`src/core/nvm_seq_pkg.sv`:
```
// Shared constants for the nonvolatile write/read sequencer.
// Assumes an APB slave with 32-bit data; byte address is four times the index.
package nvm_seq_pkg;

  localparam int          APB_AW       = 12;
  localparam int          IDX_W        = APB_AW - 2;
  // Register indices
  localparam [IDX_W-1:0]  IDX_DATA_LOW  = 10'h10C;
  localparam [IDX_W-1:0]  IDX_ADDR_LOW  = 10'h10D;
  localparam [IDX_W-1:0]  IDX_DATA_HIGH = 10'h10E;
  localparam [IDX_W-1:0]  IDX_ADDR_HIGH = 10'h10F;
  localparam [IDX_W-1:0]  IDX_CONTROL   = 10'h18C;
  localparam [IDX_W-1:0]  IDX_KEY_PORT  = 10'h18D;
  localparam [IDX_W-1:0]  IDX_STATUS    = 10'h190;

  // Widths of the implemented fields
  localparam int          ADDR_HI_W    = 5;
  localparam int          DATA_HI_W    = 6;
  localparam int          WORD_W       = 8 + DATA_HI_W;
  localparam int          MEM_AW       = 8 + ADDR_HI_W;

  // nvm_control bit positions
  localparam int          BIT_SPACE    = 7;
  localparam int          BIT_ABORT    = 3;
  localparam int          BIT_ARM      = 2;
  localparam int          BIT_WTRIG    = 1;
  localparam int          BIT_RTRIG    = 0;
  // Status register bit position
  localparam int          BIT_DONE     = 0;

  // Unlock keys
  localparam [7:0]        KEY_FIRST    = 8'h55;
  localparam [7:0]        KEY_SECOND   = 8'hAA;

  // Cycle counts (one pclk cycle is one instruction cycle)
  localparam [1:0]        FETCH_EE_CYC    = 2'h1;
  localparam [1:0]        FETCH_FLASH_CYC = 2'h2;
  localparam [1:0]        PREP_CYC        = 2'h2;

  typedef enum logic [1:0] {
    ST_IDLE  = 2'b00,
    ST_PREP  = 2'b01,
    ST_WRITE = 2'b11,
    ST_FETCH = 2'b10
  } seq_state_t;

  typedef enum logic [1:0] {
    UL_IDLE = 2'b00,
    UL_HALF = 2'b01,
    UL_OPEN = 2'b11
  } unlock_t;

  typedef enum logic [2:0] {
    SEL_NONE, SEL_DLO, SEL_ALO, SEL_DHI, SEL_AHI, SEL_CTRL, SEL_KEY, SEL_STAT
  } reg_sel_t;

  function automatic reg_sel_t decode(input logic [APB_AW-1:0] addr);
    unique case (addr[APB_AW-1:2])
      IDX_DATA_LOW:  decode = SEL_DLO;
      IDX_ADDR_LOW:  decode = SEL_ALO;
      IDX_DATA_HIGH: decode = SEL_DHI;
      IDX_ADDR_HIGH: decode = SEL_AHI;
      IDX_CONTROL:   decode = SEL_CTRL;
      IDX_KEY_PORT:  decode = SEL_KEY;
      IDX_STATUS:    decode = SEL_STAT;
      default:       decode = SEL_NONE;
    endcase
  endfunction

endpackage

```
`src/core/nvm_write_timer.sv`:
```
// Write-cycle timer: counts one store from start, pulses at mid-point and end.
// Assumes start arrives only while idle; clear drops a cycle under way.
`timescale 1ns/100ps
module nvm_write_timer
  import nvm_seq_pkg::*;
#(
  parameter int CNT_W        = 16,
  parameter int WRITE_CYCLES = 1024
) (
  input  wire logic pclk,     // Clock
  input  wire logic presetn,  // Async reset, low
  input  wire logic clk_en,   // Freeze when low
  input  wire logic start,    // Begin a store cycle
  input  wire logic clear,    // Abandon the cycle
  output logic      half,     // Erase over, program now
  output logic      done      // Store cycle finished
);

  localparam [CNT_W-1:0] LAST = CNT_W'(WRITE_CYCLES - 1);
  localparam [CNT_W-1:0] MID  = CNT_W'(WRITE_CYCLES / 2);

  typedef struct packed {
    logic             run;
    logic [CNT_W-1:0] cnt;
    logic             half;
    logic             done;
  } tmr_t;

  tmr_t tmr_reg;
  tmr_t tmr_next;

  always_comb begin
    tmr_next      = tmr_reg;
    tmr_next.half = 1'b0;
    tmr_next.done = 1'b0;
    if (start) begin
      tmr_next.run = 1'b1;
      tmr_next.cnt = '0;
    end else if (tmr_reg.run) begin
      tmr_next.cnt  = tmr_reg.cnt + CNT_W'(1);
      tmr_next.half = (tmr_reg.cnt == MID);
      if (tmr_reg.cnt == LAST) begin
        tmr_next.run  = 1'b0;
        tmr_next.done = 1'b1;
      end
    end
    if (clear) begin
      tmr_next = '0;
    end
  end

  always_ff @(posedge pclk or negedge presetn) begin
    if (!presetn) begin
      tmr_reg <= '0;
    end else if (clk_en) begin
      tmr_reg <= tmr_next;
    end
  end

  assign half = tmr_reg.half;
  assign done = tmr_reg.done;

endmodule // nvm_write_timer

```
`src/core/nvm_write_read_sequencer.sv`:
```
// Data EEPROM / program flash access sequencer behind an APB register file.
// Assumes the memory answers mem_rdata in the same cycle while mem_read is high,
// and that core_reset is a one-cycle pulse from the same clock domain.
//
// Contract
// - Write trigger accepted only if arm bit was set by an earlier operation.
// - Clearing arm bit does not stop a write under way.
// - Keys 55h then AAh must precede the trigger to start a write.
// - EEPROM stores 8 bits of data low; flash stores 14 bits high:low.
// - Write completion clears trigger and sets the done flag.
// - Flash read delivers data two cycles after the fetch trigger.
// - Data registers hold fetched value until another read or firmware write.
// - Flash write halts instruction execution while the clock runs.
// - Peripherals keep running during the halt; their interrupts stay pending.
// - Two cycles after a flash trigger are used to prepare the write.
// - Execution resumes after the second preparation cycle once the write ends.
// - Flash writes are blocked while the store permit bit is clear.
// - No read-back or compare after a write.
// - EEPROM write erases then programs while the core keeps running.
// - Master or watchdog reset during a write sets the abort flag.
// - Trigger bits can be set by software, cleared only by hardware.
`timescale 1ns/100ps
module nvm_write_read_sequencer
  import nvm_seq_pkg::*;
#(
  parameter int CNT_W        = 16,
  parameter int WRITE_CYCLES = 1024
) (
  input  wire logic              pclk,               // Clock, 50 MHz
  input  wire logic              presetn,            // Power-on reset, low
  input  wire logic              clk_en,             // Freeze all state when low
  input  wire logic              core_reset,         // Master/watchdog reset pulse
  input  wire logic              flash_store_permit, // Configuration write permit
  input  wire logic              psel,               // APB select
  input  wire logic              penable,            // APB enable
  input  wire logic              pwrite,             // APB direction
  input  wire logic [APB_AW-1:0] paddr,              // APB byte address
  input  wire logic [31:0]       pwdata,             // APB write data
  output logic      [31:0]       prdata,             // APB read data
  output logic                   pready,             // APB ready
  output logic                   pslverr,            // APB error on unmapped
  input  wire logic [WORD_W-1:0] mem_rdata,          // Memory read word
  output logic      [MEM_AW-1:0] mem_addr,           // Memory address
  output logic      [WORD_W-1:0] mem_wdata,          // Memory write word
  output logic                   mem_space,          // 1 = program flash
  output logic                   mem_read,           // Read strobe, level
  output logic                   mem_erase,          // Erase pulse
  output logic                   mem_program,        // Program pulse
  output logic                   cpu_halt            // Stop instruction execution
);

  typedef struct packed {
    seq_state_t           st;
    logic [1:0]           cnt;
    unlock_t              unlock;
    logic                 space_select;
    logic                 store_abort_flag;
    logic                 store_arm;
    logic                 store_trigger;
    logic                 fetch_trigger;
    logic                 store_done_flag;
    logic [7:0]           addr_low;
    logic [ADDR_HI_W-1:0] addr_high;
    logic [7:0]           data_low;
    logic [DATA_HI_W-1:0] data_high;
    logic                 pready;
    logic                 pslverr;
    logic [31:0]          prdata;
    logic                 mem_read;
    logic                 mem_erase;
    logic                 mem_program;
    logic                 cpu_halt;
    logic                 tmr_start;
  } seq_t;

  seq_t       seq_reg;
  seq_t       seq_next;
  logic       tmr_half;
  logic       tmr_done;
  logic       acc;
  logic       wr_acc;
  reg_sel_t   sel;
  logic [1:0] fetch_len;
  logic       new_space;

  assign acc       = psel && penable && seq_reg.pready;
  assign wr_acc    = acc && pwrite;
  assign sel       = decode(paddr);
  assign fetch_len = seq_reg.space_select ? FETCH_FLASH_CYC : FETCH_EE_CYC;

  nvm_write_timer #(
    .CNT_W        (CNT_W),
    .WRITE_CYCLES (WRITE_CYCLES)
  ) u_timer (
    .pclk    (pclk),
    .presetn (presetn),
    .clk_en  (clk_en),
    .start   (seq_reg.tmr_start),
    .clear   (core_reset),
    .half    (tmr_half),
    .done    (tmr_done)
  );

  always_comb begin
    seq_next             = seq_reg;
    seq_next.mem_erase   = 1'b0;
    seq_next.mem_program = 1'b0;
    seq_next.tmr_start   = 1'b0;
    // One wait state: ready rises in the second access cycle
    seq_next.pready      = psel && penable && !seq_reg.pready;
    seq_next.pslverr     = psel && penable && !seq_reg.pready && (sel == SEL_NONE);
    seq_next.prdata      = '0;
    new_space            = seq_reg.space_select;

    if (psel && penable && !seq_reg.pready && !pwrite) begin
      unique case (sel)
        SEL_DLO:  seq_next.prdata[7:0]           = seq_reg.data_low;
        SEL_ALO:  seq_next.prdata[7:0]           = seq_reg.addr_low;
        SEL_DHI:  seq_next.prdata[DATA_HI_W-1:0] = seq_reg.data_high;
        SEL_AHI:  seq_next.prdata[ADDR_HI_W-1:0] = seq_reg.addr_high;
        SEL_CTRL: begin
          seq_next.prdata[BIT_SPACE] = seq_reg.space_select;
          seq_next.prdata[BIT_ABORT] = seq_reg.store_abort_flag;
          seq_next.prdata[BIT_ARM]   = seq_reg.store_arm;
          seq_next.prdata[BIT_WTRIG] = seq_reg.store_trigger;
          seq_next.prdata[BIT_RTRIG] = seq_reg.fetch_trigger;
        end
        SEL_STAT: seq_next.prdata[BIT_DONE] = seq_reg.store_done_flag;
        SEL_KEY, SEL_NONE: seq_next.prdata = '0;
      endcase
    end

    if (acc) begin
      seq_next.unlock = UL_IDLE;
      if (wr_acc) begin
        unique case (sel)
          SEL_DLO: seq_next.data_low  = pwdata[7:0];
          SEL_ALO: seq_next.addr_low  = pwdata[7:0];
          SEL_DHI: seq_next.data_high = pwdata[DATA_HI_W-1:0];
          SEL_AHI: seq_next.addr_high = pwdata[ADDR_HI_W-1:0];
          SEL_STAT: seq_next.store_done_flag = pwdata[BIT_DONE];
          SEL_KEY: begin
            if (pwdata[7:0] == KEY_FIRST) begin
              seq_next.unlock = UL_HALF;
            end else if (pwdata[7:0] == KEY_SECOND && seq_reg.unlock == UL_HALF) begin
              seq_next.unlock = UL_OPEN;
            end
          end
          SEL_CTRL: begin
            // Space cannot move while an access is under way
            if (seq_reg.st == ST_IDLE && !seq_reg.store_trigger && !seq_reg.fetch_trigger) begin
              new_space             = pwdata[BIT_SPACE];
              seq_next.space_select = new_space;
            end
            seq_next.store_abort_flag = pwdata[BIT_ABORT];
            seq_next.store_arm        = pwdata[BIT_ARM];
            if (pwdata[BIT_WTRIG] && seq_reg.store_arm && seq_reg.unlock == UL_OPEN &&
                seq_reg.st == ST_IDLE && !seq_reg.store_trigger &&
                !seq_reg.fetch_trigger && (!new_space || flash_store_permit)) begin
              seq_next.store_trigger = 1'b1;
              seq_next.cnt           = '0;
              if (new_space) begin
                seq_next.st = ST_PREP;
              end else begin
                seq_next.st        = ST_WRITE;
                seq_next.mem_erase = 1'b1;
                seq_next.tmr_start = 1'b1;
              end
            end else if (pwdata[BIT_RTRIG] && seq_reg.st == ST_IDLE &&
                         !seq_reg.store_trigger && !seq_reg.fetch_trigger) begin
              seq_next.fetch_trigger = 1'b1;
              seq_next.cnt           = '0;
              seq_next.st            = ST_FETCH;
              seq_next.mem_read      = 1'b1;
            end
          end
          SEL_NONE: ;
        endcase
      end
    end

    unique case (seq_reg.st)
      ST_IDLE: ;
      ST_FETCH: begin
        if (seq_reg.cnt == fetch_len - 2'h1) begin
          seq_next.data_low      = mem_rdata[7:0];
          seq_next.data_high     = seq_reg.space_select ? mem_rdata[WORD_W-1:8] : '0;
          seq_next.fetch_trigger = 1'b0;
          seq_next.mem_read      = 1'b0;
          seq_next.st            = ST_IDLE;
        end else begin
          seq_next.cnt = seq_reg.cnt + 2'h1;
        end
      end
      ST_PREP: begin
        if (seq_reg.cnt == PREP_CYC - 2'h1) begin
          seq_next.st        = ST_WRITE;
          seq_next.cpu_halt  = 1'b1;
          seq_next.mem_erase = 1'b1;
          seq_next.tmr_start = 1'b1;
        end else begin
          seq_next.cnt = seq_reg.cnt + 2'h1;
        end
      end
      ST_WRITE: begin
        seq_next.mem_program = tmr_half;
        if (tmr_done) begin
          seq_next.store_trigger   = 1'b0;
          seq_next.store_done_flag = 1'b1;
          seq_next.cpu_halt        = 1'b0;
          seq_next.st              = ST_IDLE;
        end
      end
    endcase

    if (core_reset) begin
      if (seq_reg.st == ST_WRITE || seq_reg.st == ST_PREP) begin
        seq_next.store_abort_flag = 1'b1;
      end
      seq_next.st            = ST_IDLE;
      seq_next.unlock        = UL_IDLE;
      seq_next.store_arm     = 1'b0;
      seq_next.store_trigger = 1'b0;
      seq_next.fetch_trigger = 1'b0;
      seq_next.mem_read      = 1'b0;
      seq_next.mem_erase     = 1'b0;
      seq_next.mem_program   = 1'b0;
      seq_next.cpu_halt      = 1'b0;
      seq_next.tmr_start     = 1'b0;
    end
  end

  always_ff @(posedge pclk or negedge presetn) begin
    if (!presetn) begin
      seq_reg <= '0;
    end else if (clk_en) begin
      seq_reg <= seq_next;
    end
  end

  assign prdata      = seq_reg.prdata;
  assign pready      = seq_reg.pready;
  assign pslverr     = seq_reg.pslverr;
  assign mem_addr    = {seq_reg.addr_high, seq_reg.addr_low};
  assign mem_wdata   = {seq_reg.space_select ? seq_reg.data_high : {DATA_HI_W{1'b0}},
                        seq_reg.data_low};
  assign mem_space   = seq_reg.space_select;
  assign mem_read    = seq_reg.mem_read;
  assign mem_erase   = seq_reg.mem_erase;
  assign mem_program = seq_reg.mem_program;
  assign cpu_halt    = seq_reg.cpu_halt;

  logic ctrl_wr;
  assign ctrl_wr = wr_acc && sel == SEL_CTRL && !core_reset;
endmodule // nvm_write_read_sequencer

```
`config.mk`:
```
export PLATFORM = sky130hd
export DESIGN_NAME = nvm_write_read_sequencer
export DESIGN_NICKNAME = d
export VERILOG_FILES = /design/src/core/nvm_seq_pkg.sv /design/src/core/nvm_write_timer.sv /design/src/core/nvm_write_read_sequencer.sv
export SDC_FILE = /design/constraint.sdc
export NUM_CORES = 1
export LEC_CHECK = 0
export BUFFER_PORTS_ARGS = -buffer_cell sky130_fd_sc_hd__buf_2
export CAP_MARGIN = 20
export CORE_MARGIN = 10
export CORE_UTILIZATION = 48
export DETAILED_ROUTE_END_ITERATION = 7
export PLACE_DENSITY = 0.78
export SETUP_SLACK_MARGIN = 0.3
export SYNTH_ARGS = -nofsm -noshare
export SYNTH_HDL_FRONTEND = slang
export SYNTH_SLANG_ARGS = --single-unit
```
`constraint.sdc`:
```
create_clock -name pclk -period 1.76 [get_ports pclk]
set_input_delay 0.088 -clock pclk [delete_from_list [all_inputs] [get_ports pclk]]
set_output_delay 0.088 -clock pclk [all_outputs]
set_load 0.02 [all_outputs]
```
After elaboration in Yosys (flattened, before gate mapping) --
Cells that the tools add are included.
Word-level totals: flip-flop bits (word level) 97
Cells by class: add/sub/neg operators 3, eq/ne operators 27, mux-type cells 78, reductions and logical operators 40
Operators with widths (count):
- two-way mux 39 bit | 2
- equality test 10 x 9 -> 1 bit, second input constant | 7
- two-way mux 19 bit | 2
- two-way mux 2 bit | 17
- equality test 16 x 10 -> 1 bit, second input constant | 2
- two-way mux 1 bit | 31
- two-way mux 14 bit | 2
- two-way mux 8 bit | 3
- case mux 3 bit (7 select lines) | 1
- AND reduction 4 bit | 5
- logical AND 1 bit | 18
- two-way mux 6 bit | 3
- two-way mux 17 bit | 1
- adder 16 x 1 -> 16 bit, second input constant | 1
- two-way mux 4 bit | 4
- two-way mux 5 bit | 3
- case mux 3 bit (5 select lines) | 1
- equality test 3 bit, second input constant | 4
- equality test 8 x 7 -> 1 bit, second input constant | 1
- equality test 8 bit, second input constant | 1
- case mux 1 bit (7 select lines) | 1
- equality test 2 x 1 -> 1 bit, second input constant | 3
- equality test 2 bit, second input constant | 3
- equality test 3 x 2 -> 1 bit, second input constant | 2
- other kinds (19) | 30

Longest topological paths before layout --
Gate-level depths: netlist of run 1.
depth in word-level cells 17, depth in mapped cells 7, depth with buffers taken out 6

Modules after synthesis --
From an unflattened synthesis of run 1, not the netlist that was laid out.
Second synthesis, totals: cell total of the unflattened synthesis 466, area total of the unflattened synthesis 4539.4 um2
Modules (own cells, without submodules):
- nvm_write_read_sequencer | instances 1, cells each 355, area an instance 3505.9 um2, sequential area each 1326.3 um2
- nvm_write_timer | instances 1, cells each 111, area an instance 1033.5 um2, sequential area each 475.5 um2

Worst setup path after synthesis of run 1 --
No wires, ideal clock.
path kind register -> register, start point reg seq_reg (netlist bit mem_space), end point reg seq_reg (netlist bit mem_wdata[4]), library setup time 0.123 ns, arrival time 1.786 ns, required time 1.637 ns, setup slack -0.148 ns, cell stages (with the launch flop) 7, buffers on the path 2, path through dfrtp_1 -> clkbuf_1 -> xor2_1 -> nor3_1 -> clkbuf_1 -> nand2b_1 -> o221a_2
Between the ends: cells in the longest elaborated chain, start to end 5
Ends and longest elaborated chain:
- from (decl) | RTL line nvm_write_read_sequencer.sv:76 | seq_t seq_reg;
- from (signal assigned) | RTL line nvm_write_read_sequencer.sv:237 | seq_reg <= seq_next;
- two-way mux 2 bit | RTL line nvm_write_read_sequencer.sv:89 | assign fetch_len = seq_reg.space_select ? FETCH_FLASH_CYC : FETCH_EE_CYC;
- subtractor 2 x 1 -> 2 bit | RTL line nvm_write_read_sequencer.sv:185 | if (seq_reg.cnt == fetch_len - 2'h1) begin
- equality test 2 bit | RTL line nvm_write_read_sequencer.sv:185
- two-way mux 14 bit | RTL line nvm_write_read_sequencer.sv:185
- two-way mux 14 bit | RTL line nvm_write_read_sequencer.sv:182 | unique case (seq_reg.st)
Every way passes these cells. A chain may end at the register's enable or synchronous reset.

Worst setup path after layout of run 1 --
start point reg seq_reg[76] in the netlist's numbering, end point reg seq_reg[76] in the netlist's numbering
Between the ends: cells in the longest elaborated chain, start to end 17
Ends and longest elaborated chain:
- logical NOT 2 bit | RTL line nvm_write_read_sequencer.sv:151, nvm_write_read_sequencer.sv:158, nvm_write_read_sequencer.sv:169
- logical AND 1 bit (2 in series) | RTL line nvm_write_read_sequencer.sv:151 | if (seq_reg.st == ST_IDLE && !seq_reg.store_trigger && !seq_reg.fetch_trigger) begin
- two-way mux 1 bit
- two-way mux 1 bit | RTL line nvm_write_read_sequencer.sv:136 | unique case (sel)
- two-way mux 1 bit | RTL line nvm_write_read_sequencer.sv:135 | if (wr_acc) begin
- two-way mux 1 bit | RTL line nvm_write_read_sequencer.sv:133 | if (acc) begin
- logical NOT 1 bit | RTL line nvm_write_read_sequencer.sv:159 | !seq_reg.fetch_trigger && (!new_space || flash_store_permit)) begin
- logical OR 1 bit | RTL line nvm_write_read_sequencer.sv:159
- logical AND 1 bit | RTL line nvm_write_read_sequencer.sv:159
- two-way mux 4 bit | RTL line nvm_write_read_sequencer.sv:157 | if (pwdata[BIT_WTRIG] && seq_reg.store_arm && seq_reg.unlock == UL_OPEN &&
- two-way mux 4 bit | RTL line nvm_write_read_sequencer.sv:136
- two-way mux 39 bit | RTL line nvm_write_read_sequencer.sv:135
- two-way mux 39 bit | RTL line nvm_write_read_sequencer.sv:133
- two-way mux 2 bit (on tied branches) | RTL line nvm_write_read_sequencer.sv:207, nvm_write_read_sequencer.sv:185, nvm_write_read_sequencer.sv:196
- case mux 2 bit (3 select lines) * | RTL line nvm_write_read_sequencer.sv:182
- two-way mux 2 bit * | RTL line nvm_write_read_sequencer.sv:216 | if (core_reset) begin
Every way passes the cells marked *; elsewhere a longest branch is shown, timed or not. The select of a mux whose other input is x is not followed.

==> flow_summary.json, run 1 <==
{
  "status": "finished with violations",
  "violations": "negative setup slack",
  "core_area_sq_um": 9240,
  "grt_antenna_before_repair": 0,
  "synth_cell_types": 72,
  "whs_ps": 54.2,
  "max_freq_mhz": 525,
  "hp-class": "in -> reg",
  "cp.arrival_ps": 2130,
  "wirelength_um": 15900,
  "critPathCaptureType": "flop",
  "crit_top_cell": "buf_4",
  "place_hpwl_um": 9830,
  "num_antenna_cells": 0,
  "worstHoldStart": "mem_rdata[13]",
  "setup-violations-final": 1,
  "path_clk_slew_ps": 90,
  "root_buffer": "clkbuf_8",
  "wl_per_cell_um": 22.0,
  "timing.final.crit_share": 1.08,
  "ant_nets": 0,
  "final_common_cell": "buf_2",
  "die_h_um": 117,
  "tightest_slew_ps": 733,
  "grt_overflow": 0,
  "grt_max_degree": 33,
  "dp_slack_ps": -91.7,
  "avgSynthCellArea_sq_um": 9.82,
  "die_w_um": 117,
  "worstSetupPathType": "reg -> reg",
  "synth-main-ff-cell": "dfrtp_1",
  "power_mw": 3.65,
  "drive_above_1_share": 0.510,
  "via_per_inst": 6.11,
  "powerDensity_nw_per_um2": 590,
  "synth.cell_area_sq_um": 4560,
  "cp.required_ps": 1990,
  "maxSlewHeadroom": 0.511,
  "cpLargestDelayFamily": "compound AO/OA/AOI/OAI gates",
  "synthToLayoutAreaGrowth_pct": 35.7,
  "timing.critical_path.from": "seq_reg[76]$_DFFE_PN0P_",
  "maxCapViolCount": 0,
  "p_leak_nw": 2.88,
  "cp_max_fo": 3,
  "ir_drop_v": 0.000311,
  "cpPeakStageDelay_ps": 410,
  "yosys_warnings": 0,
  "nNetsFinal": 665,
  "synthCells": 464,
  "ys_async_sr_fraction": 1.00,
  "final.min_clock_period_ps": 1900,
  "fp-row-count": 35,
  "dr.pass1.iters": 5,
  "grt_pass1_wl_um": 23400,
  "synth-seq-area-share": 0.395,
  "setup_slack_ps": -144,
  "final-hold-violation-count": 0,
  "clockBufferDepth": 2,
  "tritoncts": "done",
  "synth_seq_cells": 72,
  "synth_edf_count": 0,
  "worstSkewPairLatency_ps": 360,
  "clock-sinks": 72,
  "drc": 0,
  "clock_skew_ps": 12.4,
  "cts_max_level": 3,
  "slowest_stage": "dfrtp_1",
  "place.gp.congestion": 0.989,
  "grt_usage": 0.202,
  "rrSetupSlack_ps": -140,
  "initial_core_util": 0.493,
  "start_kind": "flop",
  "mostFrequentLayoutCells": "buf_2 (81), buf_4 (77), dfrtp_1 (65)",
  "path_cells": "inv_2 -> buf_4 -> buf_4 -> buf_4 -> ha_2 -> o31ai_4 -> and3_1 -> o32ai_1",
  "finalMaxSlewViolations": 0,
  "rsz0062_at_grt": "yes",
  "drtIter0Drc": 382,
  "fillers": 660,
  "vias": 4431,
  "grt_pass1_vias": 4538,
  "port_buffers": 81,
  "dieArea_sq_um": 13800,
  "path_buf_inv": 4,
  "timing.rr.start": "seq_reg[76]$_DFFE_PN0P_",
  "cts_buffers": 9,
  "io_pins": 132
}
through the flow:
step / util / instance area (sq um) / setup TNS [ps] / instances
detailed placement: 0.550 / 5090 / -91.7 / 657
CTS: 0.627 / 5800 / 0 / 707
global route: 0.669 / 6180 / -200 / 725
finish: 0.669 / 6180 / -144 / 725
floorplan: - / 4790 / 0 / 487
global placement: 0.550 / 5090 / 0 / 657
worst register-to-register path, stage by stage, from the launching register on:
cell and delay [ps]:
dfrtp_1 410, inv_2 120, buf_4 120, buf_4 110
buf_4 120, ha_2 220, o31ai_4 90, and3_1 180
o32ai_1 410
timing repair:
| action | 4_1_cts | 5_1_grt |
|---|---|---|
| setup buffers | 32 | 18 |
| hold buffers | 1 | 0 |
| hold endpoints to repair | 27 | 0 |
| setup endpoints to repair | 61 | 69 |
| pin swaps | 30 | 44 |
| cloned | 1 | 0 |
| resized for setup | 56 | 49 |
cell families after synthesis:
family | count (synthesis) | synth area share
buffers and inverters | 90 | 0.121
multiplexers | 26 | 0.0651
AO/OA/AOI/OAI | 103 | 0.181
AND/OR/NAND/NOR | 157 | 0.201
other | 1 | 0.000823
flip-flops | 72 | 0.395
adder cells (fa/ha/maj) | 8 | 0.0220
XOR/XNOR | 7 | 0.0135
power by group:
part	internal (mW)	leakage, nW	switching (mW)
clock	0.692	0.0993	0.661
sequential	1.69	0.978	0.0403
combinational	0.215	1.80	0.351
worst paths after layout:
| kind | end | cells after the start |
|---|---|---|
| max | seq_reg[76]$_DFFE_PN0P_ | 8 |
| min | seq_reg[44]$_DFFE_PN0P_ | 4 |
| max reg2reg | seq_reg[76]$_DFFE_PN0P_ | 8 |
| min reg2reg | prdata[7]$_DFFE_PN0P_ | 2 |
| max in group asynchronous | mem_addr[0]$_DFFE_PN0P_ | 3 |
| min in group asynchronous | cpu_halt$_DFFE_PN0P_ | 2 |
cell type report:
type	instances	area, sq um	area share
multi-input cells	325	2870	0.464
flip-flops and latches	72	1810	0.293
repair buffers	167	1090	0.176
well taps	129	161	0.0261
clock buffers	11	141	0.0229
inverters	16	60.1	0.00971
clock inverters	5	56.3	0.00910
cell usage after synthesis (all sizes together) (3+ instances only):
cell type   n  area (sq um)
dfrtp      72          1800
ha          8           100
mux2i       6          60.1
nand4      13          81.3
mux2       19           214
and3        8          50.1
inv        16          60.1
o41ai       4          35.0
clkbuf     14          52.6
nor3        5          25.0
or4         5          37.5
nand2b     11          68.8
nor2b       9          56.3
o21ai      12          60.1
and4        4          35.0
nand2      33           124
o21a        3          22.5
nor3b       5          37.5
nor4        5          37.5
o2bb2ai     6          52.6
o221ai      3          26.3
a21oi      11          55.1
and2        7          43.8
buf        60           440
xor2        6          52.6
o31ai       8          60.1
nor4bb      3          30.0
a31o        4          35.0
a22oi       3          22.5
nor2       20          82.6
a22o        5          43.8
nand3      14          75.1
nand4b      4          35.0
o211ai      3          22.5
o221a      14           158
routing by layer:
metal / global-route usage / share of wire
met5: 0 / 0
met4: 0.0767 / 0.041
met3: 0.0470 / 0.088
met2: 0.343 / 0.49
met1: 0.242 / 0.38
(Power assumes the default switching activity.)
==> inputs of run 2 (changes only) <==
SYNTH_HIERARCHICAL = 1   (was default)
==> run 2 against run 1 <==
The run now ends clean. Wire length shrank 10%. Synthesized area decreased by 0.38%. Critical endpoint is now mem_wdata[3]$_DFFE_PN0P_. Core utilization is 2.0 points lower. Synthesized cell count grew 0.43%.
==> flow_summary.json, run 2 <==
{
  "yosys_warnings": 6,
  "synthToLayoutAreaGrowth_pct": 32.2,
  "grt_overflow": 0,
  "grt.met3_usage": 0.0596,
  "dieArea_sq_um": 13700,
  "tritoncts": "done",
  "cts_buffers": 9,
  "grt_usage": 0.194,
  "num_antenna_cells": 0,
  "ir_drop_v": 0.000432,
  "avgSynthCellArea_sq_um": 9.74,
  "synth_top_family_by_area": "simple AND/OR/NAND/NOR gates",
  "setup_slack_ps": 12.0,
  "synth-compound-area-share": 0.157,
  "clock-sinks": 72,
  "synth_cell_types": 73,
  "via_per_inst": 5.86,
  "die_h_um": 117,
  "clock_skew_ps": 11.1,
  "path_clk_slew_ps": 80,
  "max_freq_mhz": 572,
  "grt_antenna_before_repair": 1,
  "die_w_um": 117,
  "synth.cell_area_sq_um": 4540,
  "final-hold-violation-count": 0,
  "power_mw": 3.79,
  "grt_pass1_vias": 4212,
  "critPathCaptureType": "flop",
  "dp_slack_ps": -80.9,
  "synth_fa_ha_area_frac": 0.0221,
  "port_buffers": 81,
  "initial_core_util": 0.491,
  "core_area_sq_um": 9240,
  "drive_above_1_share": 0.454,
  "drtIter0Drc": 408,
  "status": "finished, final reports clean",
  "instances_no_fill": 713,
  "wl_per_cell_um": 20.0,
  "yosysMostFrequentCell": "dfrtp_1",
  "placedCellCount": 672,
  "mostFrequentLayoutCells": "buf_2 (81), dfrtp_1 (68), buf_4 (48)",
  "powerDensity_nw_per_um2": 631,
  "synthXorXnorAreaFrac": 0.0232,
  "grt_pass1_wl_um": 21100,
  "place.gp.congestion": 0.933,
  "synth-simple-area-share": 0.210,
  "final_common_cell": "buf_2",
  "dr.pass1.iters": 5,
  "vias": 4181,
  "io_pins": 132,
  "grt.busiest_layer": "met2",
  "maxCapViolCount": 0,
  "final_core_util": 0.650,
  "hp-class": "in -> reg",
  "setup-violations-final": 0,
  "ant_nets": 0,
  "place_hpwl_um": 9830,
  "final.min_clock_period_ps": 1750,
  "rsz0062_at_grt": "yes",
  "cp.arrival_ps": 1990,
  "ys_top_cells_by_count": "dfrtp_1 (72), buf_4 (55), nand2_1 (30)",
  "start_kind": "flop",
  "clockBufferDepth": 2,
  "fillers": 686,
  "worstSetupPathType": "reg -> reg",
  "cp.required_ps": 2000,
  "wirelength_um": 14300,
  "synth-seq-area-share": 0.397,
  "synthMuxAreaShare": 0.0659,
  "tightest_slew_ps": 763,
  "post_dp_cell_area_sq_um": 5170,
  "cp_max_fo": 8,
  "timing.final.crit_share": 0.993,
  "worstSkewPairLatency_ps": 350,
  "maxSlewHeadroom": 0.487,
  "yosysTopAreaCell": "dfrtp_1",
  "p_leak_nw": 2.78,
  "fp-row-count": 35,
  "ys_async_sr_fraction": 1.00,
  "synth-main-ff-cell": "dfrtp_1",
  "nNetsFinal": 653,
  "drc": 0,
  "met2_usage": 0.334,
  "root_buffer": "clkbuf_8",
  "finalMaxSlewViolations": 0,
  "final_cell_area_sq_um": 6000,
  "grt_max_degree": 35,
  "synthCells": 466,
  "synth_seq_cells": 72,
  "grtUsageMet1": 0.227,
  "cts_max_level": 3,
  "yosys.area.top_type_share": 0.397,
  "synth_area_leaders": "dfrtp_1 (40%), buf_4 (9.1%), mux2_2 (2.5%), nand2_1 (2.5%), a21oi_1 (2.2%)",
  "synth_edf_count": 0
}
[run 2: cell count changes after synthesis, moves of 8 or more]
cell and change:
a21oi_1 +9, clkbuf_1 -8, mux2_2 -9, nand2b_1 -9
nor3_1 +10, or2_2 +8
[run 2: stage by stage]
step                      setup TNS [ps]  hold slack, ps
final                                  0            30.4
after global routing                -403            23.5
after CTS                              0            23.6
after detailed placement            -942             120
after global placement              -296             118
after floorplan                     -335            -208
[run 2: timing repair]
action                                 CTS  global route
gates cloned                             0             0
resized for setup                       31            56
setup endpoints to repair               51            60
pin swaps                               18            14
buffers inserted                        14             9
hold buffers                             2             0
endpoints found under the hold margin   22             0
[run 2: cell type report]
type	instances	area (sq um)	share of cell area
multi-input cells	328	2720	0.454
flip-flops and latches	72	1810	0.301
repair buffers	150	1030	0.171
clock buffers	12	165	0.0275
well taps	129	161	0.0269
inverters	18	67.6	0.0113
clock inverters	4	51.3	0.00855
[run 2: worst paths after layout]
check	startpoint	to	slack, ps	cells past startpoint
worst max-delay path	pready$_DFFE_PN0P_	mem_wdata[3]$_DFFE_PN0P_	10	6
worst min-delay path	pwdata[6]	mem_addr[6]$_DFFE_PN0P_	30	2
worst max register to register	pready$_DFFE_PN0P_	mem_wdata[3]$_DFFE_PN0P_	10	6
worst min register to register	prdata[1]$_DFFE_PN0P_	prdata[1]$_DFFE_PN0P_	490	1
max in group asynchronous	presetn	seq_reg[70]$_DFFE_PN0P_	840	3
min in group asynchronous	presetn	seq_reg[66]$_DFFE_PN0P_	270	2
[run 2: cells by family (layout without fill, tap and decap cells)]
| kind of cell | count (synthesis) | count (layout) |
|---|---|---|
| AO/OA/AOI/OAI | 95 | 95 |
| XOR/XNOR | 12 | 12 |
| adder cells (fa/ha/maj) | 8 | 8 |
| flip-flops | 72 | 72 |
| multiplexers | 22 | 22 |
| AND/OR/NAND/NOR | 167 | 167 |
| buffers and inverters | 89 | 184 |
| other | 1 | 24 |
[run 2: power by group]
part	switching [mW]	internal [mW]
clock	0.640	0.771
combinational	0.378	0.244
sequential	0.0517	1.70
total	1.07	2.72
[run 2: critical path: stages (launching register included)]
cell      delay (ps)
dfrtp_2          370
and3_4           190
and4_4           250
buf_4            200
nand4b_1         150
buf_6            220
o221a_2          250
[run 2: layer usage]
metal	wire [um]	up-vias
met2	7090	220
met1	5520	2053
met4	379	0
met5	0	-
li1	-	1863
met3	1270	45
